**src/rtl/qwd_pkg.sv**
```systemverilog
// constants and carrier types for the quadrature wheel decoder
package qwd_pkg;

  // register offsets
  localparam logic [7:0] QWD_OFF_COUNT = 8'hd0;
  localparam logic [7:0] QWD_OFF_CFG = 8'hd1;
  localparam logic [7:0] QWD_OFF_SEL_A = 8'hd2;
  localparam logic [7:0] QWD_OFF_SEL_B = 8'hd3;
  localparam logic [7:0] QWD_OFF_RSVD = 8'hd6;
  localparam logic [7:0] QWD_OFF_ACC = 8'hd7;
  localparam logic [7:0] QWD_OFF_LOAD = 8'hd8;
  localparam logic [7:0] QWD_OFF_SYSRST = 8'h60;

  // field positions
  localparam int QWD_CFG_FILT_LSB = 0;
  localparam int QWD_CFG_POLA_BIT = 4;
  localparam int QWD_CFG_SHUT_BIT = 5;
  localparam int QWD_SYSRST_DEC_BIT = 5;
  localparam int QWD_ACC_BIT = 0;
  localparam int QWD_LOAD_BIT = 0;

  // reset values
  localparam logic [7:0] QWD_RST_COUNT = 8'h00;
  localparam logic [7:0] QWD_RST_CNTR = 8'h00;
  localparam logic [2:0] QWD_RST_FILT = 3'h0;
  localparam logic QWD_RST_POLA = 1'b0;
  localparam logic QWD_RST_SHUT = 1'b0;
  localparam logic [2:0] QWD_RST_SEL_A = 3'h0;
  localparam logic [2:0] QWD_RST_SEL_B = 3'h1;
  localparam logic QWD_RST_ACC = 1'b1;
  localparam logic QWD_RST_DEC = 1'b0;

  // pin selector code with no pin behind it
  localparam logic [2:0] QWD_SEL_RSVD = 3'h5;

  // debounce: a level must last 2^(n+1)*3 slow periods,
  // sampled every 2^n periods, so 2*3 samples in a row
  localparam int QWD_FILT_MULT = 3;
  localparam logic [2:0] QWD_FILT_SAMPLES = 3'(2 * QWD_FILT_MULT);

  typedef struct packed {
    logic shuttle;
    logic pola;
    logic [2:0] filt;
  } qwd_cfg_s;

  typedef struct packed {
    logic up;
    logic dn;
  } qwd_step_s;

  typedef enum logic {
    QWD_LOAD_IDLE = 1'b0,
    QWD_LOAD_PEND = 1'b1
  } qwd_load_e;

endpackage : qwd_pkg

```
**src/rtl/qwd_quad_wheel_decoder.sv**
```systemverilog
// quadrature wheel decoder: pin select, debounce, counter, registers
`timescale 1ns/1ps

// What this block does
// - each phase picks one of seven pins by its own 3-bit selector; code 5 reads idle
// - the live position counter is hidden from the register bus
// - common mode steps once after both phases show matching edges
// - double accuracy mode steps on every edge of either phase, except flips of both phases on the same sample
// - writing one to load copies the counter into the count register
// - the load bit returns to zero by itself once the copy is done
// - reading the count register returns it and then clears it
// - the decoder reset bit in the system reset register zeroes counter
// - a 3-bit filter field n sets the debounce window
// - levels shorter than 2^(n+1)*3 slow periods are ignored as jitter
// - inputs are sampled on the slow clock divided by 2^n
// - polarity bit gives the idle input level, low or high
// - shuttle mode counts non-overlapping pulses on the two phases
// - filter, sample divider and counter steps advance on slow clock ticks; the decoder reset clears the counter on any system cycle
// - reset leaves double accuracy on, channel a code 0, b code 1
module qwd_quad_wheel_decoder
  import qwd_pkg::*;
(
  // clock, reset, enable
  input wire logic SYS_CLK,
  input wire logic RESET_N,
  input wire logic CLK_EN,
  // slow clock and candidate phase pins
  input wire logic SLOW_CLOCK,
  input wire logic [7:0] PIN_IN,
  // register port
  input wire logic [7:0] REG_ADDR,
  input wire logic [7:0] REG_WDATA,
  input wire logic REG_WR,
  input wire logic REG_RD,
  output logic [7:0] REG_RDATA
);

  // ---------------- pin and slow clock synchronisers
  logic [8:0] sync1_r;
  logic [8:0] sync2_r;
  logic [8:0] sync3_r;
  logic [8:0] stable_r;
  wire logic [8:0] async_in = {SLOW_CLOCK, PIN_IN};

  genvar gi;
  generate
    for (gi = 0; gi < 9; gi++) begin : g_sync
      always_ff @(posedge SYS_CLK) begin
        if (!RESET_N) begin
          sync1_r[gi] <= 1'b0;
          sync2_r[gi] <= 1'b0;
          sync3_r[gi] <= 1'b0;
          stable_r[gi] <= 1'b0;
        end else if (CLK_EN) begin
          sync1_r[gi] <= async_in[gi];
          sync2_r[gi] <= sync1_r[gi];
          sync3_r[gi] <= sync2_r[gi];
          // a change counts only once two stages agree
          if (sync2_r[gi] == sync3_r[gi]) begin
            stable_r[gi] <= sync3_r[gi];
          end
        end
      end
    end
  endgenerate

  wire logic [7:0] pin_val = stable_r[7:0];
  wire logic slow_lvl = stable_r[8];
  wire logic slow_rise = sync2_r[8] & sync3_r[8];
  // one system cycle per rising edge of the slow clock
  wire logic slow_tick = CLK_EN & ~slow_lvl & slow_rise;

  // ---------------- software registers
  qwd_cfg_s cfg_r;
  logic [2:0] sel_a_r;
  logic [2:0] sel_b_r;
  logic acc_r;
  logic dec_rst_r;
  qwd_load_e load_r;
  qwd_load_e load_nxt;
  logic [7:0] count_r;
  logic [7:0] count_nxt;
  logic [7:0] cntr_r;
  logic [7:0] cntr_nxt;
  logic [7:0] rdata_nxt;

  wire logic wr_cfg = REG_WR && REG_ADDR == QWD_OFF_CFG;
  wire logic wr_sel_a = REG_WR && REG_ADDR == QWD_OFF_SEL_A;
  wire logic wr_sel_b = REG_WR && REG_ADDR == QWD_OFF_SEL_B;
  wire logic wr_acc = REG_WR && REG_ADDR == QWD_OFF_ACC;
  wire logic wr_load = REG_WR && REG_ADDR == QWD_OFF_LOAD;
  wire logic wr_sysrst = REG_WR && REG_ADDR == QWD_OFF_SYSRST;
  wire logic rd_count = REG_RD && REG_ADDR == QWD_OFF_COUNT;

  always_ff @(posedge SYS_CLK) begin
    if (!RESET_N) begin
      cfg_r.filt <= QWD_RST_FILT;
      cfg_r.pola <= QWD_RST_POLA;
      cfg_r.shuttle <= QWD_RST_SHUT;
      sel_a_r <= QWD_RST_SEL_A;
      sel_b_r <= QWD_RST_SEL_B;
      acc_r <= QWD_RST_ACC;
      dec_rst_r <= QWD_RST_DEC;
    end else if (CLK_EN) begin
      if (wr_cfg) begin
        cfg_r.filt <= REG_WDATA[QWD_CFG_FILT_LSB +: 3];
        cfg_r.pola <= REG_WDATA[QWD_CFG_POLA_BIT];
        cfg_r.shuttle <= REG_WDATA[QWD_CFG_SHUT_BIT];
      end
      if (wr_sel_a) begin
        sel_a_r <= REG_WDATA[2:0];
      end
      if (wr_sel_b) begin
        sel_b_r <= REG_WDATA[2:0];
      end
      if (wr_acc) begin
        acc_r <= REG_WDATA[QWD_ACC_BIT];
      end
      if (wr_sysrst) begin
        dec_rst_r <= REG_WDATA[QWD_SYSRST_DEC_BIT];
      end
    end
  end

  // ---------------- sample divider: slow clock / 2^n
  logic [7:0] div_r;
  wire logic [7:0] div_mask = 8'((9'h001 << cfg_r.filt) - 9'h001);
  wire logic sample_tick = slow_tick && ((div_r & div_mask) == div_mask);

  always_ff @(posedge SYS_CLK) begin
    if (!RESET_N) begin
      div_r <= 8'h00;
    end else if (slow_tick) begin
      div_r <= div_r + 8'h01;
    end
  end

  // ---------------- per-phase select, polarity and debounce
  // index 0 is phase a, index 1 is phase b
  logic [1:0] raw_w;
  logic [1:0] filt_r;
  logic [1:0] flip_w;
  logic [2:0] run_r [2];

  generate
    for (gi = 0; gi < 2; gi++) begin : g_phase
      wire logic [2:0] sel = (gi == 0) ? sel_a_r : sel_b_r;
      // the reserved code sees a permanently idle input
      wire logic pin = (sel == QWD_SEL_RSVD) ? cfg_r.pola : pin_val[sel];
      // after this xor, idle is always low inside the block
      assign raw_w[gi] = pin ^ cfg_r.pola;
      wire logic last = run_r[gi] == QWD_FILT_SAMPLES - 3'h1;
      assign flip_w[gi] = sample_tick && raw_w[gi] != filt_r[gi] && last;

      always_ff @(posedge SYS_CLK) begin
        if (!RESET_N) begin
          run_r[gi] <= 3'h0;
          filt_r[gi] <= 1'b0;
        end else if (sample_tick) begin
          if (raw_w[gi] == filt_r[gi]) begin
            run_r[gi] <= 3'h0;
          end else if (last) begin
            run_r[gi] <= 3'h0;
            filt_r[gi] <= raw_w[gi];
          end else begin
            run_r[gi] <= run_r[gi] + 3'h1;
          end
        end
      end
    end
  endgenerate

  // ---------------- edge direction
  // a leading b counts up; simultaneous flips carry no direction
  wire logic new_a = filt_r[0] ^ flip_w[0];
  wire logic new_b = filt_r[1] ^ flip_w[1];
  wire logic only_a = flip_w[0] & ~flip_w[1];
  wire logic only_b = flip_w[1] & ~flip_w[0];
  qwd_step_s step_w;

  always_comb begin
    step_w.up = 1'b0;
    step_w.dn = 1'b0;
    if (cfg_r.shuttle) begin
      // pulses alternate without overlap: a adds, b subtracts
      step_w.up = only_a && (new_a || acc_r);
      step_w.dn = only_b && (new_b || acc_r);
    end else if (acc_r) begin
      step_w.up = (only_a && new_a != filt_r[1]) ||
                  (only_b && new_b == filt_r[0]);
      step_w.dn = (only_a && new_a == filt_r[1]) ||
                  (only_b && new_b != filt_r[0]);
    end else begin
      // count only when the second phase catches up with the first
      step_w.up = only_b && new_b == filt_r[0];
      step_w.dn = only_a && new_a == filt_r[1];
    end
  end

  // ---------------- hidden counter and load handshake
  wire logic load_go = load_r == QWD_LOAD_PEND && slow_tick;

  always_comb begin
    cntr_nxt = cntr_r;
    if (dec_rst_r) begin
      cntr_nxt = QWD_RST_CNTR;
    end else if (step_w.up) begin
      cntr_nxt = cntr_r + 8'h01;
    end else if (step_w.dn) begin
      cntr_nxt = cntr_r - 8'h01;
    end
  end

  always_comb begin
    case (load_r)
      QWD_LOAD_IDLE: begin
        load_nxt = (wr_load && REG_WDATA[QWD_LOAD_BIT]) ?
                   QWD_LOAD_PEND : QWD_LOAD_IDLE;
      end
      QWD_LOAD_PEND: begin
        // copy happens on the decoder's own tick, then self-clears
        load_nxt = slow_tick ? QWD_LOAD_IDLE : QWD_LOAD_PEND;
      end
      default: begin
        load_nxt = QWD_LOAD_IDLE;
      end
    endcase
  end

  // a load in the same cycle as a clearing read wins
  always_comb begin
    count_nxt = count_r;
    if (load_go) begin
      count_nxt = cntr_r;
    end else if (rd_count) begin
      count_nxt = QWD_RST_COUNT;
    end
  end

  always_ff @(posedge SYS_CLK) begin
    if (!RESET_N) begin
      cntr_r <= QWD_RST_CNTR;
      load_r <= QWD_LOAD_IDLE;
      count_r <= QWD_RST_COUNT;
    end else if (CLK_EN) begin
      cntr_r <= cntr_nxt;
      load_r <= load_nxt;
      count_r <= count_nxt;
    end
  end

  // ---------------- read port: data only in the cycle after the strobe
  wire logic [7:0] cfg_rd = {2'b00, cfg_r.shuttle, cfg_r.pola, 1'b0,
                             cfg_r.filt};

  always_comb begin
    case (REG_ADDR)
      QWD_OFF_COUNT: rdata_nxt = count_r;
      QWD_OFF_CFG: rdata_nxt = cfg_rd;
      QWD_OFF_SEL_A: rdata_nxt = {5'h00, sel_a_r};
      QWD_OFF_SEL_B: rdata_nxt = {5'h00, sel_b_r};
      QWD_OFF_ACC: rdata_nxt = {7'h00, acc_r};
      QWD_OFF_LOAD: rdata_nxt = {7'h00, load_r};
      QWD_OFF_SYSRST: rdata_nxt = {2'b00, dec_rst_r, 5'h00};
      default: rdata_nxt = 8'h00;
    endcase
  end

  always_ff @(posedge SYS_CLK) begin
    if (!RESET_N) begin
      REG_RDATA <= 8'h00;
    end else if (CLK_EN) begin
      REG_RDATA <= REG_RD ? rdata_nxt : 8'h00;
    end
  end
endmodule : qwd_quad_wheel_decoder

```
**config.mk**
```make
export PLATFORM = sky130hd
export DESIGN_NAME = qwd_quad_wheel_decoder
export DESIGN_NICKNAME = d
export VERILOG_FILES = /design/src/rtl/qwd_pkg.sv /design/src/rtl/qwd_quad_wheel_decoder.sv
export SDC_FILE = /design/constraint.sdc
export NUM_CORES = 1
export LEC_CHECK = 0
export CAP_MARGIN = 0
export CORE_AREA = 2 2 89 91
export DETAILED_ROUTE_END_ITERATION = 6
export DIE_AREA = 0 0 91 93
export DONT_BUFFER_PORTS = 1
export GPL_TIMING_DRIVEN = 0
export PLACE_DENSITY = 0.85
export SYNTH_ARGS = -nofsm -noshare
export SYNTH_HDL_FRONTEND = slang
export SYNTH_SLANG_ARGS = --single-unit
```
**constraint.sdc**
```tcl
create_clock -name SYS_CLK -period 5.25 [get_ports SYS_CLK]
set_input_delay 0.525 -clock SYS_CLK [delete_from_list [all_inputs] [get_ports SYS_CLK]]
set_output_delay 0.525 -clock SYS_CLK [all_outputs]
set_load 0.01 [all_outputs]
```
After elaboration in Yosys (flattened, before gate mapping)
Memories as Yosys holds them, arrays and structs flattened.
Index checks and enable logic that the tools add are counted.
- add/subtract/negate cells: 6
- order comparisons: 2
- equality and inequality tests: 29
- shifts and indexed selects: 1
- multiplexer cells: 53
- bitwise gates (word level): 22
- reduce and logical (&&, ||, !) cells: 44
- operators with widths (operator ; count):
    8-bit case mux with 7 select lines ; 1
    8-bit equality test, second input constant ; 6
    8-bit two-way mux ; 6
    1-bit two-way mux ; 35
    2-bit AND reduction ; 16
    1-bit logical AND ; 20
    3-bit two-way mux ; 6
    8-bit by 1-bit adder with 8-bit output, second input constant ; 2
    8-bit by 1-bit subtractor with 8-bit output, second input constant ; 2
    1-bit equality test ; 13
    3-bit equality test, second input constant ; 4
    8-bit AND ; 1
    8-bit by 7-bit equality test with 1-bit output, second input constant ; 1
    8-bit equality test ; 1
    3-bit by 4-bit < comparator with 1-bit output, second input constant ; 2
    1-bit by 3-bit << shifter with 8-bit output, first input constant ; 1
    3-bit by 1-bit adder with 3-bit output, second input constant ; 2
    1-bit binary-select mux with 3-bit select ; 2
    1-bit NOT ; 6
    1-bit OR ; 6
    3-bit AND reduction ; 2
    1-bit AND ; 5
    1-bit logical OR ; 4
    2-bit two-way mux ; 2
    5 further kinds ; 11
- bits in registers: 84
- memory bits (writable): 6
- memories: 1
- memory list (memory ; depth ; width ; rd ports ; clocked after memory_dff ; wr ports ; RTL line ; RTL):
    run_r ; 2 ; 3 ; 2 ; 0 ; 2 ; qwd_quad_wheel_decoder.sv:143 ; logic [2:0] run_r [2];

Longest topological paths before layout
Gate-level depths: netlist of run 1.
- depth after elaboration: 16
- gate-level depth with buffers: 18
- gate-level depth less buffers: 16

Worst setup path after synthesis of run 1
No wires, ideal clock.
- path type: input-to-reg
- start: input CLK_EN
- end: register cntr_r[4]
- setup time: 0.070 ns
- arrival: 3.856 ns
- required time: 5.180 ns
- path slack: 1.324 ns
- stages on the path: 18
- path buffers: 3
- path through: buf_2 > and3b_1 > buf_2 > a21boi_1 > and4_1 > nand3_1 > a211o_1 > o32a_1 > or3b_4 > buf_6 > xnor2_1 > ha_1 > or3_1 > a21oi_1 > nand2b_1 > nand2_1 > or3_1 > a21oi_1
- word-level cells in the longest chain between the ends: 13
- elaborated cells between the ends (all ways): 33
- ends and longest elaborated chain (what ; RTL line ; RTL):
    start: declaration ; qwd_quad_wheel_decoder.sv:26 ; input wire logic CLK_EN,
    1-bit AND (2 in a row) ; qwd_quad_wheel_decoder.sv:71 ; wire logic slow_tick = CLK_EN & ~slow_lvl & slow_rise;
    1-bit logical AND ; qwd_quad_wheel_decoder.sv:128 ; wire logic sample_tick = slow_tick && ((div_r & div_mask) == div_mask);
    1-bit logical AND (2 in a row) ; qwd_quad_wheel_decoder.sv:153 ; assign flip_w[gi] = sample_tick && raw_w[gi] != filt_r[gi] && last;
    1-bit XOR, or another cell as far along ; qwd_quad_wheel_decoder.sv:175 ; wire logic new_a = filt_r[0] ^ flip_w[0];
    1-bit equality test, or another cell as far along ; qwd_quad_wheel_decoder.sv:191, qwd_quad_wheel_decoder.sv:196 ;
    1-bit logical AND (on tied branches) ; n/a ;
    1-bit logical OR (on tied branches) ; qwd_quad_wheel_decoder.sv:191, qwd_quad_wheel_decoder.sv:189 ;
    2-bit two-way mux ; qwd_quad_wheel_decoder.sv:188 ; end else if (acc_r) begin
    2-bit two-way mux ; qwd_quad_wheel_decoder.sv:184 ; if (cfg_r.shuttle) begin
    3-bit nonzero test (no line) / 8-bit two-way mux (equally long branches) ; n/a ;
    2-bit AND reduction (no line) / 8-bit two-way mux (equally long branches) ; n/a ;
    end signal: assignment ; qwd_quad_wheel_decoder.sv:246 ; cntr_r <= cntr_nxt;
    end: declaration ; qwd_quad_wheel_decoder.sv:83 ; logic [7:0] cntr_r;
Several ways; a longest one is shown, not always the timed one.
A chain may end at the register's enable or synchronous reset.

Worst setup path in the final report of run 1
- start: register sync3_r[8]
- end: register cntr_r[6]
- word-level cells in the longest chain between the ends: 13
- elaborated cells between the ends (all ways): 33
- ends and longest elaborated chain (what ; RTL line ; RTL):
    start: declaration ; qwd_quad_wheel_decoder.sv:41 ; logic [8:0] sync3_r;
    start signal: indexed assignment ; qwd_quad_wheel_decoder.sv:57 ; sync3_r[gi] <= sync2_r[gi];
    1-bit AND (*) ; qwd_quad_wheel_decoder.sv:69 ; wire logic slow_rise = sync2_r[8] & sync3_r[8];
    1-bit AND (*) ; qwd_quad_wheel_decoder.sv:71 ;
    1-bit logical AND (*) ; qwd_quad_wheel_decoder.sv:128 ;
    1-bit logical AND (2 in a row) ; qwd_quad_wheel_decoder.sv:153 ;
    1-bit XOR, or another cell as far along ; qwd_quad_wheel_decoder.sv:175 ;
    1-bit equality test, or another cell as far along ; qwd_quad_wheel_decoder.sv:191, qwd_quad_wheel_decoder.sv:196 ;
    1-bit logical AND (on tied branches) ; n/a ;
    1-bit logical OR (on tied branches) ; qwd_quad_wheel_decoder.sv:191, qwd_quad_wheel_decoder.sv:189 ;
    2-bit two-way mux ; qwd_quad_wheel_decoder.sv:188 ;
    2-bit two-way mux (*) ; qwd_quad_wheel_decoder.sv:184 ;
    3-bit nonzero test (no line) / 8-bit two-way mux (equally long branches) ; n/a ;
    2-bit AND reduction (no line) / 8-bit two-way mux (equally long branches) ; n/a ;
Mark *: on every way between the ends. The rest lies on a longest branch, timed or not.

==> results by group, run 1 <==
Power
  – Sw Pwr: about 0.32 mW
  – Pwr Total: 1.308 mW
  – Combinational power share: 0.043
  – Clock network power share: 0.424
  – Max VDD drop: approximately 0.22 mV
  – Leakage power: roughly 1.9 nW
  – PwrDens: 278.2 mW/mm^2
  – Internal: 0.9887 mW
  – Sequential power share: 0.533
  – Sw Ratio: 0.2439

Hold path
  – Hold_sp: REG_WDATA[0]
  – Hold Path Class: in2reg
  – Hold path cells: 2

Yosys
  – Synth area leader: dfxtp_1
  – Top-count cell post-synth: dfxtp_1
  – Top cells by area, synth: dfxtp_1 38%, mux2i_1 11%, nor2_1 6.1%
  – Post-synthesis sequential area ratio: 0.4242
  – Top_reg_cell synth: dfxtp_1
  – Syn_nets: between 500 and 600
  – Post-synth ARST share: 0
  – Most frequent cells after synthesis: 83 x dfxtp_1, 71 x nor2_1, 49 x mux2i_1
  – Seq cells post-synth: slightly below 90
  – Syn_area_per_cell: around 9.1 um^2
  – Yosys warns: 0
  – Number of flops mapped to enable cells by yosys: 6
  – Post-Synthesis Cells: approximately 480
  – Netlist cell types: 57
  – Yosys top cell area share: 0.3827
  – Synth Cell Area: around 0.0043 mm^2

Layout
  – # diodes: 0
  – Fin cells: around 600
  – P&R area growth vs syn: 8.242%
  – Fraction of layout cells with a size suffix above 1: 0.07071
  – Nets: 530
  – FILL cells: around 650

Route
  – Vias per inst: approximately 6
  – Avg WL per Cell: between 15 and 20 um
  – Antenna viol nets, final: 0
  – 1st-pass router iterations: 7
  – DR iter-0 viols: approximately 350
  – Drt total wl: between 10,000 and 15,000 um
  – Drc violations: 2
  – Via count: around 3,600

Clocking
  – Setup bufs post-CTS: 0
  – Clock Path Buffers: 2
  – Reg clk slew, reported paths: about 100 ps
  – Clk root buf: clkbuf_8
  – Htree depth: 3
  – CTS resizes: 0
  – CTS Buf Count: 9
  – Total clock sinks: 89
  – Clock latency on the worst-skew pair: 380 ps
  – Hold Buf Count CTS: 0
  – CTS tree: yes

Floorplan
  – Die Wd: between 90 and 100 um
  – Initial Utilization: 0.5768
  – Placement Rows: 32
  – Die ar.: approximately 0.0085 mm^2
  – I/O pins: 38
  – CORE AREA: ~0.0075 mm^2
  – Overall die height: between 90 and 100 um

Global route
  – Initial antenna violation count: 0
  – First-pass GRT wire length: approximately 17,000 um
  – GR Overflow Total: 0
  – Largest net degree at the start of global routing: 18
  – Vias in the first global route: around 3,500
  – Total GRT Usage: 0.2485

Timing
  – Final setup TNS: 0 ps
  – Crit share post-route: 0.8202
  – Final setup violating endpoints: 0
  – Rel. slew slack: 0.3979
  – Final Hold Fails: 0
  – Worst Tran Pin Value: between 800 and 900 ps
  – Slew Limit Fails: 0
  – Min Tclk post-route: approximately 4300 ps
  – Final hold slack: 278.8 ps
  – Max Freq: roughly 0.23 GHz
  – Unrepaired setup endpoints after global routing: false
  – Layout Skew: 16.51 ps

Setup path
  – Worst Path Required: about 5500 ps
  – R2R cell count: 18
  – Worst Path Arrival: 4580 ps
  – Crit path kind: reg2reg
  – Worst setup SP type: register
  – Critical Path Most Common Cell: ha_1
  – CP cell instances: ha_1 > and3b_1 > buf_2 > a21boi_1 > nand4_1 > nor2_1 > a211o_1 > o32a_1 > or3b_4 > buf_6 > xnor2_1 > ha_1 > or3_1 > a21oi_1 > o21bai_1 > a31oi_1 > xor2_1 > o41ai_1
  – Crit path launch: sync3_r[8]
  – Worst Setup End Kind: register
  – CP peak stage delay: around 400 ps
  – RR Startpoint: sync3_r[8]
  – Max FO, Critical Path: 10
  – CP max stage cell: or3b_4

Run status
  – Outcome: finished, violations left
  – Failing checks: design-rule violations

Placed design
  – Post-DP HPWL: 7183 um
  – Gpl congestion: between 0.8 and 0.9
  – Placed cell count: between 500 and 600
  – PortBufs: 0

Job
  – Max cap viols: 0
-- final cells by class --
class,count,area (um^2),share of cell area
plain buffers,27,127.6,0.02716
clock buffers,9,123.9,0.02636
clock inverters,7,106.4,0.02263
inverters,11,43.79,0.009318
multi-input cells,352,2328,0.4955
flip-flops and latches,89,1842,0.3919
well taps,102,127.6,0.02716
-- power by group through the flow --
stage / Clock (mW) / Combinational [mW] / Sequential [mW]
global placement: 0 / 0.0536 / 0.712
floorplan: 0 / 0.0424 / 0.711
CTS: 0.556 / 0.0562 / 0.697
finish: 0.554 / 0.0563 / 0.697
detailed placement: 0 / 0.0557 / 0.713
global route: 0.587 / 0.0619 / 0.699
-- worst paths after layout --
check	end	slack (ps)
hold / removal	g_phase[1].sel[0]	280
hold reg to reg	pin_val[2]	460
setup reg to reg	cntr_r[6]	940
setup / recovery	cntr_r[6]	940
-- cells by family (layout without fill, tap and decap cells) --
| family | after synthesis | after routing | share of synthesized area |
|---|---|---|---|
| DFF | 89 | 89 | 0.4242 |
| buffers and inverters | 38 | 54 | 0.03948 |
| adders and majority gates | 10 | 10 | 0.02882 |
| xor gates and xnor gates | 12 | 12 | 0.02421 |
| and+or+nand+nor | 180 | 180 | 0.1963 |
| muxes | 57 | 57 | 0.1473 |
| AOI/OAI and AO/OA | 93 | 93 | 0.1398 |
-- stage by stage --
step,worst slack [ps],cell area [um^2],util
after global placement,933.8,4469,0.5938
final,944.1,4700,0.6243
after floorplan,1324,4342,-
after CTS,1024,4700,0.6243
after global routing,682.8,4700,0.6243
after detailed placement,800.0,4469,0.5938
-- state kept, by name, summed over array words and instances (netlist names) --
register,flops
g_phase.sel,6
acc_r,1
sync2_r,9
run_r,6
sync1_r,9
cntr_r,8
count_r,8
cfg_r,5
dec_rst_r,1
div_r,7
REG_RDATA,8
slow_lvl,1
pin_val,8
load_r,1
sync3_r,9
filt_r,2
-- per-layer routing --
layer | routed length [um] | up-vias | share of wire | global-route usage
li1 | - | 1729 | - | -
met1 | 4105 | 1735 | 0.41 | 0.2781
met2 | 4926 | 139 | 0.49 | 0.4370
met3 | 810 | 26 | 0.080 | 0.07816
met4 | 260 | 0 | 0.026 | 0.1061
met5 | 0 | - | 0 | 0
-- cell usage in the layout, fill, tap and decap left out, drive strengths merged, types with 5 or more instances in the layout --
| cell type | n |
|---|---|
| a21o | 10 |
| a21oi | 34 |
| a22oi | 5 |
| buf | 11 |
| clkbuf | 25 |
| dfxtp | 83 |
| edfxtp | 6 |
| ha | 10 |
| inv | 16 |
| mux2i | 50 |
| mux4 | 5 |
| nand2 | 43 |
| nand2b | 5 |
| nand3 | 17 |
| nand3b | 5 |
| nand4 | 11 |
| nor2 | 71 |
| o21ai | 19 |
| or3 | 6 |
| xnor2 | 8 |
-- critical path: cells and delay by family (launching register included) --
family	cells	cell delay [ps]
XOR/XNOR	2	230
flip-flops	1	380
adder cells (fa/ha/maj)	2	390
AO/OA/AOI/OAI	7	1330
buffers and inverters	2	380
AND/OR/NAND/NOR	5	1490
No activity file was read; power rests on OpenSTA's default activity.
==> inputs of run 2 (changes only) <==
ABC_AREA = 1   (was unset)
PLACE_DENSITY = 0.86   (was 0.85)
clock period = 4.5 ns   (was 5.25 ns; I/O delays follow)
==> results by group, run 2 <==
Route
  – M1 WL: 4614 um (was 4105 um)
  – Top Layer Used: met4 (unchanged)
  – Met2 WL: 4998 um (was 4926 um)
  – Avg WL per Cell: 14.28 um (was 16.92 um)
  – Drc violations: 0 (was 2)
  – DR iter-0 viols: 342 (was 351)
  – Met3 routed WL: 819 um (was 810 um)
  – Drt total wl: 10,550 um (was 10,100 um)
  – Antenna viol nets, final: 0 (unchanged)
  – Via count: 4,179 (was 3,629)
  – 1st-pass router iterations: 6 (was 7)
  – Vias per inst: 5.655 (was 6.079)

Yosys
  – Yosys top cell area share: 0.3760 (was 0.3827)
  – Number of flops mapped to enable cells by yosys: 6 (unchanged)
  – Top cells by area, synth: dfxtp_1 38%, nand2_1 10%, o21ai_0 6.7% (was dfxtp_1 38%, mux2i_1 11%, nor2_1 6.1%)
  – Post-synth ARST share: 0 (unchanged)
  – Most frequent cells after synthesis: 119 x nand2_1, 83 x dfxtp_1, 74 x inv_1 (was 83 x dfxtp_1, 71 x nor2_1, 49 x mux2i_1)
  – Seq cells post-synth: 89 (unchanged)
  – Top_reg_cell synth: dfxtp_1 (unchanged)
  – Netlist cell types: 44 (was 57)
  – Yosys warns: 0 (unchanged)
  – Syn_area_per_cell: 7.116 um^2 (was 9.064 um^2)
  – Post-synthesis sequential area ratio: 0.4168 (was 0.4242)
  – Syn_nets: 661 (was 519)
  – Top-count cell post-synth: nand2_1 (was dfxtp_1)
  – Synth area leader: dfxtp_1 (unchanged)
  – Post-Synthesis Cells: 621 (was 479)
  – Synth Cell Area: 0.004419 mm^2 (was 0.004342 mm^2)

Layout
  – Commonest non-fill, non-tap cells in the layout: 119 x nand2_1, 83 x dfxtp_1, 74 x inv_1 (was 83 x dfxtp_1, 71 x nor2_1, 49 x mux2i_1)
  – Nets: 672 (was 530)
  – Fin cells: 739 (was 597)
  – # diodes: 0 (unchanged)
  – Post-route cell area: 0.004732 mm^2 (was 0.004700 mm^2)
  – Fraction of layout cells with a size suffix above 1: 0.07535 (was 0.07071)
  – Most common cell after layout, fill and taps aside: nand2_1 (was dfxtp_1)
  – FF/Latch Area: 0.001842 mm^2 (unchanged)
  – Top flop regs: sync1_r: 9 flops, sync2_r: 9 flops, sync3_r: 9 flops (unchanged)
  – P&R area growth vs syn: 7.078% (was 8.242%)
  – Multi-input logic area: 0.002197 mm^2 (was 0.002328 mm^2)
  – FILL cells: 679 (was 654)

Floorplan
  – Initial Utilization: 0.5871 (was 0.5768)
  – I/O pins: 38 (unchanged)
  – CORE AREA: 0.007527 mm^2 (unchanged)
  – Overall die height: 93 um (unchanged)
  – Placement Rows: 32 (unchanged)
  – Die ar.: 0.008463 mm^2 (unchanged)
  – Die Wd: 91 um (unchanged)

Clocking
  – Clk root buf: clkbuf_8 (unchanged)
  – Reg clk slew, reported paths: 100 ps (about the same)
  – CTS tree: yes (unchanged)
  – Setup bufs post-CTS: 0 (unchanged)
  – Htree depth: 3 (unchanged)
  – Total clock sinks: 89 (unchanged)
  – Clock latency on the worst-skew pair: 360 ps (was 380 ps)
  – CTS Buf Count: 9 (unchanged)
  – Hold Buf Count CTS: 0 (unchanged)
  – CTS resizes: 0 (unchanged)
  – Clock Path Buffers: 2 (unchanged)

Timing
  – Max Freq: 0.3258 GHz (was 0.2322 GHz)
  – Final Hold Fails: 0 (unchanged)
  – Worst Tran Pin Value: 635.1 ps (was 890.7 ps)
  – Final hold slack: 216.9 ps (was 278.8 ps)
  – Final setup violating endpoints: 0 (unchanged)
  – Unrepaired setup endpoints after global routing: false (unchanged)
  – Rel. slew slack: 0.5766 (was 0.3979)
  – Layout Skew: 9.727 ps (was 16.51 ps)
  – Final setup TNS: 0 ps (unchanged)
  – Min Tclk post-route: 3069 ps (was 4306 ps)
  – Slew Limit Fails: 0 (unchanged)
  – Crit share post-route: 0.6821 (was 0.8202)
  – Worst Setup Slack, final: 1431 ps (was 944.1 ps)

Setup path
  – Worst Setup End Kind: register (unchanged)
  – Crit path kind: reg2reg (unchanged)
  – Worst Path Arrival: 3360 ps (was 4580 ps)
  – RR Startpoint: g_phase[1].sel[0] (was sync3_r[8])
  – Max FO, Critical Path: 7 (was 10)
  – Worst reg2reg endpoint: cntr_r[6] (unchanged)
  – Worst setup SP type: register (unchanged)
  – FF-to-FF setup slack: 1430 ps (was 940 ps)
  – Worst Path Required: 4790 ps (was 5530 ps)
  – R2R cell count: 21 (was 18)

Placed design
  – Placed cell area: 0.004547 mm^2 (was 0.004469 mm^2)
  – Post-DP HPWL: 7791 um (was 7183 um)
  – Post-place setup slack: 1370 ps (was 800.0 ps)
  – Placed cell count: 723 (was 581)
  – PortBufs: 0 (unchanged)
  – Gpl congestion: 0.9316 (was 0.8892)

Global route
  – Initial antenna violation count: 0 (unchanged)
  – GR Overflow Total: 0 (unchanged)
  – Vias in the first global route: 3,951 (was 3,525)
  – Largest net degree at the start of global routing: 18 (unchanged)
  – Total GRT Usage: 0.2543 (was 0.2485)
  – First-pass GRT wire length: 17,570 um (was 16,530 um)

Power
  – PwrDens: 299.9 mW/mm^2 (was 278.2 mW/mm^2)
  – Leakage power: 1.853 nW (was 1.870 nW)
  – Max VDD drop: 0.2588 mV (was 0.2221 mV)

Run status
  – Outcome: completed (was finished, violations left)

Hold path
  – Hold Path Class: in2reg (unchanged)
  – Worst Hold End: sync1_r[3] (was g_phase[1].sel[0])
  – Hold path cells: 2 (unchanged)
  – Hold_sp: PIN_IN[3] (was REG_WDATA[0])

Job
  – Max cap viols: 0 (unchanged)
==> run 2: layer usage <==
layer | vias up | GRT usage
met2 | 156 | 0.4377
li1 | 2081 | -
met4 | 0 | 0.07323
met1 | 1928 | 0.3120
met5 | - | 0
met3 | 14 | 0.07172
==> run 2: final cells by class <==
type	instances	area share
inverter	82	0.06610
clock buffer	9	0.02618
multi-input combinational	433	0.4643
sequential	89	0.3892
tap	102	0.02697
buffer	17	0.01428
clock inverter	7	0.01296
==> run 2: power by group <==
part / total [mW] / switching [mW] / internal, mW
sequential: 0.823 / 0.0102 / 0.813
clock: 0.522 / 0.312 / 0.210
combinational: 0.0735 / 0.0526 / 0.0209
total: 1.42 / 0.375 / 1.04
==> run 2: worst max-delay path by stage <==
stage,end,slack (ps),start,depth (start not counted)
floorplan,cntr_r[6],1770,CLK_EN,21
global placement,cntr_r[7],1450,CLK_EN,22
detailed placement,cntr_r[6],1370,CLK_EN,22
CTS,cntr_r[6],1450,sync2_r[8],22
global route,cntr_r[6],1140,g_phase[0].sel[0],23
finish,cntr_r[6],1430,g_phase[1].sel[0],21
==> run 2: metrics by stage <==
step / utilization / power (mW)
3_5_place_dp: 0.6041 / 0.9129
5_1_grt: 0.6287 / 1.471
4_1_cts: 0.6287 / 1.424
2_1_floorplan: - / 0.8923
6_report: 0.6287 / 1.419
3_3_place_gp: 0.6041 / 0.9094
==> run 2: cell families (layout without fill, tap and decap cells) <==
family,count (synthesis),after routing,synth area share
adders and majority gates,10,10,0.02831
AOI/OAI and AO/OA,143,143,0.1781
DFF,89,89,0.4168
buffers and inverters,99,115,0.08607
xor gates and xnor gates,4,4,0.007929
and+or+nand+nor,276,276,0.2828
==> run 2: critical path: stages (launching register included) <==
cell     delay [ps]
dfxtp_1         470
inv_2           100
nand2_1          80
nand3_1          60
nand3_1         130
nand3_1         130
nand3_2         120
nand2_1          70
nand2_2          70
nand3_2         100
a21oi_2         180
nand4_2         220
nand2_4         170
inv_2            90
ha_1            320
nand3_1         140
nand2_1          60
a21oi_1         180
nand2_1          80
nand2_1          60
nand3_1          60
a21oi_1         120
